### config.mk
export PLATFORM = sky130hd
export DESIGN_NAME = pdet_top
export DESIGN_NICKNAME = d
export VERILOG_FILES = /design/src/pdet_pkg.sv /design/src/pdet_iir_cmp.sv /design/src/pdet_rms.sv /design/src/pdet_top.sv
export SDC_FILE = /design/constraint.sdc
export NUM_CORES = 1
export LEC_CHECK = 0
export ABC_AREA = 1
export BUFFER_PORTS_ARGS = -buffer_cell sky130_fd_sc_hd__buf_2
export CAP_MARGIN = 25
export CELL_PAD_IN_SITES_DETAIL_PLACEMENT = 1
export CELL_PAD_IN_SITES_GLOBAL_PLACEMENT = 2
export CORE_MARGIN = 5
export CORE_UTILIZATION = 40
export DETAILED_ROUTE_END_ITERATION = 12
export GPL_TIMING_DRIVEN = 0
export PLACE_DENSITY_LB_ADDON = 0.1
export SETUP_SLACK_MARGIN = 0.05
export SLEW_MARGIN = 15
export SYNTH_ARGS = -nofsm -noshare
export SYNTH_HDL_FRONTEND = slang
export SYNTH_SLANG_ARGS = --single-unit
export TNS_END_PERCENT = 100
### constraint.sdc
create_clock -name i_clk_sys -period 13.31 [get_ports i_clk_sys]
set_input_delay 1.9965 -clock i_clk_sys [delete_from_list [all_inputs] [get_ports i_clk_sys]]
set_output_delay 1.9965 -clock i_clk_sys [all_outputs]
set_load 0.05 [all_outputs]
### src/pdet_pkg.sv
`default_nettype none
package pdet_pkg;
  // ----------------------------------------------------------------
  // Register offsets
  // ----------------------------------------------------------------
  localparam logic [7:0] OFS_CROSS_PERIOD = 8'h0e;
  localparam logic [7:0] OFS_IIR0_HI_L = 8'h0f;
  localparam logic [7:0] OFS_IIR0_HI_H = 8'h10;
  localparam logic [7:0] OFS_IIR0_LO_L = 8'h11;
  localparam logic [7:0] OFS_IIR0_LO_H = 8'h12;
  localparam logic [7:0] OFS_IIR0_FMT = 8'h13;
  localparam logic [7:0] OFS_IIR1_HI_L = 8'h16;
  localparam logic [7:0] OFS_IIR1_HI_H = 8'h17;
  localparam logic [7:0] OFS_IIR1_LO_L = 8'h18;
  localparam logic [7:0] OFS_IIR1_LO_H = 8'h19;
  localparam logic [7:0] OFS_IIR1_FMT = 8'h1a;
  localparam logic [7:0] OFS_HOLD_L = 8'h1d;
  localparam logic [7:0] OFS_HOLD_H = 8'h1e;
  localparam logic [7:0] OFS_RMS_EN = 8'h20;
  localparam logic [7:0] OFS_RMS_BLK = 8'h21;
  localparam logic [7:0] OFS_RMS_HI_L = 8'h22;
  localparam logic [7:0] OFS_RMS_HI_H = 8'h23;
  localparam logic [7:0] OFS_RMS_LO_L = 8'h24;
  localparam logic [7:0] OFS_RMS_LO_H = 8'h25;
  localparam logic [7:0] OFS_GAIN_RESET = 8'h2b;
  localparam logic [7:0] OFS_IRQ_STATUS = 8'h40;
  localparam logic [7:0] OFS_IRQ_MASK = 8'h41;
  localparam logic [7:0] OFS_FLAGS = 8'h42;
  // ----------------------------------------------------------------
  // Fields and reset values
  // ----------------------------------------------------------------
  localparam int GAIN_RESET_BIT = 4;
  localparam int BLK_EXP_W = 5;
  localparam int CROSS_EXP_W = 4;
  localparam logic [4:0] BLK_EXP_MAX = 5'h10;
  localparam logic [7:0] RESET_BYTE = 8'h00;
  localparam int SAMPLE_DIV = 8;
  localparam logic [2:0] DIV_LAST = 3'h7;
  // Crossing fraction scale: 4000h is all samples, 0800h is one in eight
  localparam logic [15:0] CROSS_FULL = 16'h4000;
  // Status bit positions
  localparam int ST_IIR0_SET = 0;
  localparam int ST_IIR0_CLR = 1;
  localparam int ST_IIR1_SET = 2;
  localparam int ST_IIR1_CLR = 3;
  localparam int ST_RMS_HIGH = 4;
  localparam int ST_RMS_LOW = 5;
endpackage
`default_nettype wire

### src/pdet_iir_cmp.sv
`default_nettype none
module pdet_iir_cmp (
  input wire logic i_clk_sys,
  input wire logic i_arst_n,
  input wire logic i_tick,
  input wire logic signed [15:0] i_level,
  input wire logic signed [15:0] i_upper,
  input wire logic signed [15:0] i_lower,
  input wire logic [15:0] i_hold,
  input wire logic i_two_bit,
  output logic o_flag,
  output logic [1:0] o_code
);
  logic [15:0] cnt_reg;
  logic above;
  logic below;
  assign above = i_level > i_upper;
  assign below = i_level < i_lower;
  always_ff @(posedge i_clk_sys or negedge i_arst_n) begin
    if (!i_arst_n) begin
      o_flag <= 1'b0;
      cnt_reg <= 16'h0000;
    end else if (i_tick) begin
      if (above) begin
        o_flag <= 1'b1;
        cnt_reg <= 16'h0000;
      end else if (!below) begin
        cnt_reg <= 16'h0000;
      end else if (o_flag) begin
        if (cnt_reg >= i_hold) begin
          o_flag <= 1'b0;
          cnt_reg <= 16'h0000;
        end else begin
          cnt_reg <= cnt_reg + 16'h0001;
        end
      end
    end
  end
  // Two-bit code: bit1 is the held upper flag, bit0 marks below lower
  always_ff @(posedge i_clk_sys or negedge i_arst_n) begin
    if (!i_arst_n) begin
      o_code <= 2'h0;
    end else if (i_tick) begin
      o_code <= i_two_bit ? {o_flag | above, below} : {1'b0, o_flag | above};
    end
  end
endmodule
`default_nettype wire

### src/pdet_rms.sv
`default_nettype none
module pdet_rms (
  input wire logic i_clk_sys,
  input wire logic i_arst_n,
  input wire logic i_tick,
  input wire logic i_enable,
  input wire logic [4:0] i_exp,
  input wire logic [15:0] i_power,
  input wire logic [15:0] i_upper,
  input wire logic [15:0] i_lower,
  output logic [15:0] o_average,
  output logic o_done,
  output logic o_high,
  output logic o_low
);
  logic [32:0] acc_reg;
  logic [16:0] cnt_reg;
  logic [16:0] last;
  logic [4:0] exp_sat;
  logic [32:0] sum;
  assign exp_sat = (i_exp > pdet_pkg::BLK_EXP_MAX) ? pdet_pkg::BLK_EXP_MAX : i_exp;
  assign last = 17'((17'h1 << exp_sat) - 17'h1);
  assign sum = acc_reg + {17'h0, i_power};
  always_ff @(posedge i_clk_sys or negedge i_arst_n) begin
    if (!i_arst_n) begin
      acc_reg <= 33'h0;
      cnt_reg <= 17'h0;
      o_average <= 16'h0;
      o_done <= 1'b0;
      o_high <= 1'b0;
      o_low <= 1'b0;
    end else begin
      o_done <= 1'b0;
      if (!i_enable) begin
        acc_reg <= 33'h0;
        cnt_reg <= 17'h0;
        o_high <= 1'b0;
        o_low <= 1'b0;
      end else if (i_tick) begin
        if (cnt_reg >= last) begin
          o_average <= 16'(sum >> exp_sat);
          o_high <= 16'(sum >> exp_sat) > i_upper;
          o_low <= 16'(sum >> exp_sat) < i_lower;
          o_done <= 1'b1;
          acc_reg <= 33'h0;
          cnt_reg <= 17'h0;
        end else begin
          acc_reg <= sum;
          cnt_reg <= cnt_reg + 17'h1;
        end
      end
    end
  end
endmodule
`default_nettype wire

### src/pdet_top.sv
// Operation
// - Two IIR threshold pairs, sixteen bits each
// - Crossing thresholds are signed 2.14 values
// - 4000h means all crossings, linear scale
// - Per-set enable picks one or two bits
// - Flag sets when output exceeds upper level
// - Flag clears after continuous dwell below lower
// - Dwell is 16-bit count of divided clocks
// - Average power runs only while enabled
// - Average block is two to M ticks
// - Average compared with upper and lower levels
// - Power threshold LSB is 2^-16 full scale
// - Crossing period is two to N ticks
//
// Our own choice: the address-and-strobe port.
`default_nettype none
module pdet_top (
  input wire logic i_clk_sys,
  input wire logic i_arst_n,
  input wire logic [7:0] i_addr,
  input wire logic [7:0] i_wdata,
  input wire logic i_wr,
  input wire logic i_rd,
  input wire logic i_crossing,
  input wire logic [15:0] i_power,
  output logic [7:0] o_rdata,
  output logic [1:0] o_iir0_code,
  output logic [1:0] o_iir1_code,
  output logic o_rms_high,
  output logic o_rms_low,
  output logic o_gain_loop_reset,
  output logic o_irq
);
  // ----------------------------------------------------------------
  // Register storage
  // ----------------------------------------------------------------
  logic [15:0] iir0_upper_level_reg;
  logic [15:0] iir0_lower_level_reg;
  logic [15:0] iir1_upper_level_reg;
  logic [15:0] iir1_lower_level_reg;
  logic [15:0] filter_flag_hold_count_reg;
  logic [15:0] average_power_upper_level_reg;
  logic [15:0] average_power_lower_level_reg;
  logic set0_two_bit_select_reg;
  logic set1_two_bit_select_reg;
  logic average_power_enable_reg;
  logic [4:0] average_block_exponent_reg;
  logic [3:0] crossing_period_exponent_reg;
  logic [5:0] irq_status_reg;
  logic [5:0] irq_status_next;
  logic [5:0] irq_mask_reg;
  // ----------------------------------------------------------------
  // Register writes
  // ----------------------------------------------------------------
  always_ff @(posedge i_clk_sys or negedge i_arst_n) begin
    if (!i_arst_n) begin
      iir0_upper_level_reg <= {2{pdet_pkg::RESET_BYTE}};
      iir0_lower_level_reg <= {2{pdet_pkg::RESET_BYTE}};
      iir1_upper_level_reg <= {2{pdet_pkg::RESET_BYTE}};
      iir1_lower_level_reg <= {2{pdet_pkg::RESET_BYTE}};
      filter_flag_hold_count_reg <= {2{pdet_pkg::RESET_BYTE}};
      average_power_upper_level_reg <= {2{pdet_pkg::RESET_BYTE}};
      average_power_lower_level_reg <= {2{pdet_pkg::RESET_BYTE}};
      set0_two_bit_select_reg <= 1'b0;
      set1_two_bit_select_reg <= 1'b0;
      average_power_enable_reg <= 1'b0;
      average_block_exponent_reg <= 5'h00;
      crossing_period_exponent_reg <= 4'h0;
      irq_mask_reg <= 6'h00;
      o_gain_loop_reset <= 1'b0;
    end else if (i_wr) begin
      case (i_addr)
        pdet_pkg::OFS_IIR0_HI_L: iir0_upper_level_reg[7:0] <= i_wdata;
        pdet_pkg::OFS_IIR0_HI_H: iir0_upper_level_reg[15:8] <= i_wdata;
        pdet_pkg::OFS_IIR0_LO_L: iir0_lower_level_reg[7:0] <= i_wdata;
        pdet_pkg::OFS_IIR0_LO_H: iir0_lower_level_reg[15:8] <= i_wdata;
        pdet_pkg::OFS_IIR0_FMT: set0_two_bit_select_reg <= i_wdata[0];
        pdet_pkg::OFS_IIR1_HI_L: iir1_upper_level_reg[7:0] <= i_wdata;
        pdet_pkg::OFS_IIR1_HI_H: iir1_upper_level_reg[15:8] <= i_wdata;
        pdet_pkg::OFS_IIR1_LO_L: iir1_lower_level_reg[7:0] <= i_wdata;
        pdet_pkg::OFS_IIR1_LO_H: iir1_lower_level_reg[15:8] <= i_wdata;
        pdet_pkg::OFS_IIR1_FMT: set1_two_bit_select_reg <= i_wdata[0];
        pdet_pkg::OFS_HOLD_L: filter_flag_hold_count_reg[7:0] <= i_wdata;
        pdet_pkg::OFS_HOLD_H: filter_flag_hold_count_reg[15:8] <= i_wdata;
        pdet_pkg::OFS_RMS_EN: average_power_enable_reg <= i_wdata[0];
        pdet_pkg::OFS_RMS_BLK: average_block_exponent_reg <= i_wdata[4:0];
        pdet_pkg::OFS_RMS_HI_L: average_power_upper_level_reg[7:0] <= i_wdata;
        pdet_pkg::OFS_RMS_HI_H: average_power_upper_level_reg[15:8] <= i_wdata;
        pdet_pkg::OFS_RMS_LO_L: average_power_lower_level_reg[7:0] <= i_wdata;
        pdet_pkg::OFS_RMS_LO_H: average_power_lower_level_reg[15:8] <= i_wdata;
        pdet_pkg::OFS_CROSS_PERIOD: crossing_period_exponent_reg <= i_wdata[3:0];
        pdet_pkg::OFS_GAIN_RESET: o_gain_loop_reset <= i_wdata[pdet_pkg::GAIN_RESET_BIT];
        pdet_pkg::OFS_IRQ_MASK: irq_mask_reg <= i_wdata[5:0];
        default: ;
      endcase
    end
  end
  // ----------------------------------------------------------------
  // Sample clock divided by eight
  // ----------------------------------------------------------------
  logic [2:0] div_reg;
  logic tick;
  always_ff @(posedge i_clk_sys or negedge i_arst_n) begin
    if (!i_arst_n) begin
      div_reg <= 3'h0;
    end else begin
      div_reg <= div_reg + 3'h1;
    end
  end
  assign tick = div_reg == pdet_pkg::DIV_LAST;
  // ----------------------------------------------------------------
  // Crossing detector and IIR smoothing
  // ----------------------------------------------------------------
  // The crossing pin is asynchronous, so it passes two flops first
  logic cross_meta_reg;
  logic cross_sync_reg;
  logic [15:0] cross_cnt_reg;
  logic [15:0] period_cnt_reg;
  logic [15:0] period_last;
  logic [16:0] cross_now;
  logic signed [15:0] iir_reg;
  logic signed [15:0] rate;
  logic signed [17:0] iir_step;
  always_ff @(posedge i_clk_sys or negedge i_arst_n) begin
    if (!i_arst_n) begin
      cross_meta_reg <= 1'b0;
      cross_sync_reg <= 1'b0;
    end else begin
      cross_meta_reg <= i_crossing;
      cross_sync_reg <= cross_meta_reg;
    end
  end
  assign period_last = 16'((17'h1 << crossing_period_exponent_reg) - 17'h1);
  // The closing tick of a period counts too, else a one-tick period never sees a hit
  assign cross_now = {1'b0, cross_cnt_reg} + {16'h0, cross_sync_reg};
  // Rate in 2.14: crossings scaled so a full period of hits gives 4000h
  assign rate = 16'(({15'h0, cross_now} * {16'h0, pdet_pkg::CROSS_FULL})
                    >> crossing_period_exponent_reg);
  // First-order IIR: a quarter step toward the new rate per period
  assign iir_step = 18'(18'(signed'(rate)) - 18'(iir_reg)) >>> 2;
  always_ff @(posedge i_clk_sys or negedge i_arst_n) begin
    if (!i_arst_n) begin
      cross_cnt_reg <= 16'h0;
      period_cnt_reg <= 16'h0;
      iir_reg <= 16'sh0;
    end else if (tick) begin
      if (period_cnt_reg >= period_last) begin
        period_cnt_reg <= 16'h0;
        cross_cnt_reg <= 16'h0;
        iir_reg <= 16'(iir_reg + 16'(iir_step));
      end else begin
        period_cnt_reg <= period_cnt_reg + 16'h1;
        cross_cnt_reg <= cross_cnt_reg + {15'h0, cross_sync_reg};
      end
    end
  end
  // ----------------------------------------------------------------
  // Comparator sets
  // ----------------------------------------------------------------
  logic flag0;
  logic flag1;
  pdet_iir_cmp u_set0 (
    .i_clk_sys(i_clk_sys),
    .i_arst_n(i_arst_n),
    .i_tick(tick),
    .i_level(iir_reg),
    .i_upper(iir0_upper_level_reg),
    .i_lower(iir0_lower_level_reg),
    .i_hold(filter_flag_hold_count_reg),
    .i_two_bit(set0_two_bit_select_reg),
    .o_flag(flag0),
    .o_code(o_iir0_code)
  );
  pdet_iir_cmp u_set1 (
    .i_clk_sys(i_clk_sys),
    .i_arst_n(i_arst_n),
    .i_tick(tick),
    .i_level(iir_reg),
    .i_upper(iir1_upper_level_reg),
    .i_lower(iir1_lower_level_reg),
    .i_hold(filter_flag_hold_count_reg),
    .i_two_bit(set1_two_bit_select_reg),
    .o_flag(flag1),
    .o_code(o_iir1_code)
  );
  // ----------------------------------------------------------------
  // Average power
  // ----------------------------------------------------------------
  logic rms_done;
  pdet_rms u_rms (
    .i_clk_sys(i_clk_sys),
    .i_arst_n(i_arst_n),
    .i_tick(tick),
    .i_enable(average_power_enable_reg),
    .i_exp(average_block_exponent_reg),
    .i_power(i_power),
    .i_upper(average_power_upper_level_reg),
    .i_lower(average_power_lower_level_reg),
    .o_average(),
    .o_done(rms_done),
    .o_high(o_rms_high),
    .o_low(o_rms_low)
  );
  // ----------------------------------------------------------------
  // Interrupts
  // ----------------------------------------------------------------
  logic flag0_d_reg;
  logic flag1_d_reg;
  logic [5:0] events;
  always_ff @(posedge i_clk_sys or negedge i_arst_n) begin
    if (!i_arst_n) begin
      flag0_d_reg <= 1'b0;
      flag1_d_reg <= 1'b0;
    end else begin
      flag0_d_reg <= flag0;
      flag1_d_reg <= flag1;
    end
  end
  assign events = {rms_done & o_rms_low, rms_done & o_rms_high,
                   flag1_d_reg & ~flag1, flag1 & ~flag1_d_reg,
                   flag0_d_reg & ~flag0, flag0 & ~flag0_d_reg};
  // A read clears the status, but an event in the same cycle survives
  always_comb begin
    irq_status_next = irq_status_reg;
    if (i_rd && i_addr == pdet_pkg::OFS_IRQ_STATUS) begin
      irq_status_next = 6'h00;
    end
    irq_status_next = irq_status_next | events;
  end
  always_ff @(posedge i_clk_sys or negedge i_arst_n) begin
    if (!i_arst_n) begin
      irq_status_reg <= 6'h00;
      o_irq <= 1'b0;
    end else begin
      irq_status_reg <= irq_status_next;
      o_irq <= |(irq_status_next & irq_mask_reg);
    end
  end
  // ----------------------------------------------------------------
  // Read path
  // ----------------------------------------------------------------
  always_ff @(posedge i_clk_sys or negedge i_arst_n) begin
    if (!i_arst_n) begin
      o_rdata <= 8'h00;
    end else if (i_rd) begin
      case (i_addr)
        pdet_pkg::OFS_IIR0_HI_L: o_rdata <= iir0_upper_level_reg[7:0];
        pdet_pkg::OFS_IIR0_HI_H: o_rdata <= iir0_upper_level_reg[15:8];
        pdet_pkg::OFS_IIR0_LO_L: o_rdata <= iir0_lower_level_reg[7:0];
        pdet_pkg::OFS_IIR0_LO_H: o_rdata <= iir0_lower_level_reg[15:8];
        pdet_pkg::OFS_IIR0_FMT: o_rdata <= {7'h00, set0_two_bit_select_reg};
        pdet_pkg::OFS_IIR1_HI_L: o_rdata <= iir1_upper_level_reg[7:0];
        pdet_pkg::OFS_IIR1_HI_H: o_rdata <= iir1_upper_level_reg[15:8];
        pdet_pkg::OFS_IIR1_LO_L: o_rdata <= iir1_lower_level_reg[7:0];
        pdet_pkg::OFS_IIR1_LO_H: o_rdata <= iir1_lower_level_reg[15:8];
        pdet_pkg::OFS_IIR1_FMT: o_rdata <= {7'h00, set1_two_bit_select_reg};
        pdet_pkg::OFS_HOLD_L: o_rdata <= filter_flag_hold_count_reg[7:0];
        pdet_pkg::OFS_HOLD_H: o_rdata <= filter_flag_hold_count_reg[15:8];
        pdet_pkg::OFS_RMS_EN: o_rdata <= {7'h00, average_power_enable_reg};
        pdet_pkg::OFS_RMS_BLK: o_rdata <= {3'h0, average_block_exponent_reg};
        pdet_pkg::OFS_RMS_HI_L: o_rdata <= average_power_upper_level_reg[7:0];
        pdet_pkg::OFS_RMS_HI_H: o_rdata <= average_power_upper_level_reg[15:8];
        pdet_pkg::OFS_RMS_LO_L: o_rdata <= average_power_lower_level_reg[7:0];
        pdet_pkg::OFS_RMS_LO_H: o_rdata <= average_power_lower_level_reg[15:8];
        pdet_pkg::OFS_CROSS_PERIOD: o_rdata <= {4'h0, crossing_period_exponent_reg};
        pdet_pkg::OFS_GAIN_RESET: o_rdata <= {3'h0, o_gain_loop_reset, 4'h0};
        pdet_pkg::OFS_IRQ_STATUS: o_rdata <= {2'h0, irq_status_reg};
        pdet_pkg::OFS_IRQ_MASK: o_rdata <= {2'h0, irq_mask_reg};
        pdet_pkg::OFS_FLAGS: o_rdata <= {o_rms_low, o_rms_high, 4'h0, flag1, flag0};
        default: o_rdata <= 8'h00;
      endcase
    end else begin
      o_rdata <= 8'h00;
    end
  end
endmodule
`default_nettype wire

==> results.ini <==
[floorplanning]
core.rowCount=86
initial_utilization=0.4025
ioPinCount=53
die_y_um=245.0
die_w_um=245.0
core-area_mm2=0.05488
die_area_mm2=0.06002

[place]
place_area_mm2=0.02333
globalplace.congestion=0.9276
dp_hpwl_um=65010
io_buffers=51
dpl_worst_slack_ns=6.961

[clock_tree]
numCtsBuffers=38
cts.sinks=291
cts_tree=yes
htreeDepth=2
clockRootBuffer=clkbuf_16
cts_setup_buffers=0
clk_pin_slew_worst_paths_ns=0.05
cts_buffer_depth=3
cts_resized=0
ctsHoldBuffers=0
insertion_delay_ns=0.58

[critical_path]
critPathTopFamily=simple AND/OR/NAND/NOR gates
crit_path_max_fanout=4
crit_type=in2reg
worstPathArrival_ns=6.25
crit_buf_inv=1
start_kind=input pin
path_depth=25
crit_path_frequent_cell=nand2_1
worst_setup_path_end_kind=flip-flop
ff2ff_path_depth=34
critPathMaxStageDelay_ns=0.45
cp_slowest_cell=fa_1
crit_required_ns=13.76

[route]
antenna_left=0
vias_per_cell=5.543
wire_per_inst_um=21.04
drt-initial-drc-count=1277
drtPass1Iterations=5
drc=0
vias=21570
drt-total-wl_um=81910

[timing]
worst_pin_slew_ns=1.069
finalSetupViolCount=0
fin_crit_sh=0.4355
fmax_mhz=172.5
rsz0062_at_grt=false
relSlewSlack=0.2691
slew_viol_final=0
fin_setup_tns_ns=0
hold_violations=0
clock_skew_ns=0.03276
min_period_ns=5.797
setup_ws_ns=7.513

[synthesis]
async_flop_share=1.000
netlist_area_mm2=0.02209
synthCells=3062
seq_area_frac_synth=0.3297
synth-seq-cells=291
synth_cell_types=71
synth_edf_count=0
syn_nets=3315
yosysWarnings=0
synth_ff_type=dfrtp_1
syn_avg_cell_area_um2=7.213

[cells_and_area]
syn_to_final_growth_pct=11.43
fin_area_mm2=0.02461
insertedDiodeCount=0
final_cell_mix=nand2_1 (736), inv_1 (419), dfrtp_1 (291)
nNetsFinal=3413
n_fill_cell=6967
largest_reg_flops=32
drive_gt1_frac=0.06336
final_common_cell=nand2_1

[global_route]
grt_usage=0.2701
grt_start_max_net_pins=100
antenna_found_initial=1
grt-ovfl-total=0
grt_pass1_wl_um=129100
grt_pass1_vias=22920

[power_and_ir_drop]
peakVddDrop_mv=0.1180
powerDensity_mw_per_mm2=157.5
leakage_nw=11.51

[hold_path]
min_path_type=reg2reg
min_delay_path_depth=0

[outcome]
status=completed

[run]
maxCapViolCount=0

## cell families (layout without fill, tap and decap cells)
| group | count (synthesis) | in the layout | synth area share |
|---|---|---|---|
| AND/OR/NAND/NOR | 1302 | 1302 | 0.2505 |
| AO/OA/AOI/OAI | 639 | 639 | 0.1661 |
| buffers and inverters | 523 | 649 | 0.09421 |
| flip-flops | 291 | 291 | 0.3297 |
| adder cells (fa/ha/maj) | 216 | 216 | 0.1230 |
| XOR/XNOR | 86 | 86 | 0.03444 |
| multiplexers | 4 | 4 | 0.001813 |
| other | 1 | 1 | 0.0001698 |
## power breakdown
part	switching, mW	total (mW)	internal, mW
combinational	1.09	1.71	0.626
clock	0.445	1.06	0.616
sequential	0.143	1.10	0.960
total	1.67	3.88	2.20
## cell usage after synthesis (all sizes together), types with 3 or more instances
cell | count | area share
o31ai | 10 | 0.0034
clkinv | 5 | 0.00085
mux2i | 4 | 0.0018
nor3b | 8 | 0.0027
xor2 | 64 | 0.026
a21o | 8 | 0.0027
nor2 | 244 | 0.043
dfrtp | 291 | 0.33
a221oi | 15 | 0.0062
nor3 | 57 | 0.015
a31oi | 11 | 0.0031
o311ai | 3 | 0.0012
nand4 | 41 | 0.012
clkbuf | 61 | 0.012
o21ai | 330 | 0.076
nand3 | 176 | 0.041
o22ai | 42 | 0.012
o21bai | 9 | 0.0031
o211ai | 8 | 0.0027
and2 | 3 | 0.00085
a211oi | 15 | 0.0053
o21a | 5 | 0.0017
or2 | 15 | 0.0042
o2111ai | 6 | 0.0024
o221ai | 16 | 0.0063
ha | 214 | 0.12
nand2 | 743 | 0.13
a2111oi | 5 | 0.0020
xnor2 | 22 | 0.0087
a21oi | 143 | 0.033
nor4 | 10 | 0.0028
inv | 429 | 0.073
buf | 28 | 0.0087
## layout make-up
cell class              count  area (um^2)  share of cell area
multi-input cells        2248        12730              0.5173
flip-flops and latches    291         7282              0.2959
plain buffers              89        451.7             0.01835
inverters                 434         1629             0.06619
clock buffers              54         1091             0.04433
clock inverters            14        170.2            0.006914
well taps                 704        880.8             0.03579
repair buffers             58        374.1             0.01520
## worst reg2reg max path, delay by kind of cell (launching register included)
kind                     cells  cell delay [ns]
XOR/XNOR                     3             0.46
buffers and inverters        1             0.08
adder cells (fa/ha/maj)      4             1.10
AO/OA/AOI/OAI                9             1.80
flip-flops                   1             0.40
AND/OR/NAND/NOR             17             1.75
## final timing paths
check | start | end | slack [ns]
min in group asynchronous | i_arst_n | u_rms.acc_reg[15] | 1.32
max | i_power[0] | u_rms.o_high | 7.51
min | cross_meta_reg | cross_sync_reg | 0.38
max reg2reg | cross_sync_reg | iir_reg[15] | 7.63
min reg2reg | cross_meta_reg | cross_sync_reg | 0.38
max in group asynchronous | i_arst_n | iir1_upper_level_reg[3] | 10.79
## metrics by stage
step	util	power, mW	cells	hold slack (ns)
after global placement	0.4232	2.709	3817	0.3591
after floorplan	-	2.270	3062	0.3312
after CTS	0.4482	3.892	3891	0.3782
after detailed placement	0.4252	2.800	3823	0.3657
final	0.4485	3.876	3892	0.3818
after global routing	0.4485	4.164	3892	0.3954
## metal layers
| metal | up-vias | wire length [um] | global-route usage |
|---|---|---|---|
| met5 | - | 0 | 0 |
| met4 | 0 | 2754 | 0.08762 |
| met3 | 137 | 3252 | 0.03539 |
| met2 | 382 | 37600 | 0.4442 |
| met1 | 10680 | 38300 | 0.3709 |
| li1 | 10380 | - | - |
(Power assumes the default switching activity.)
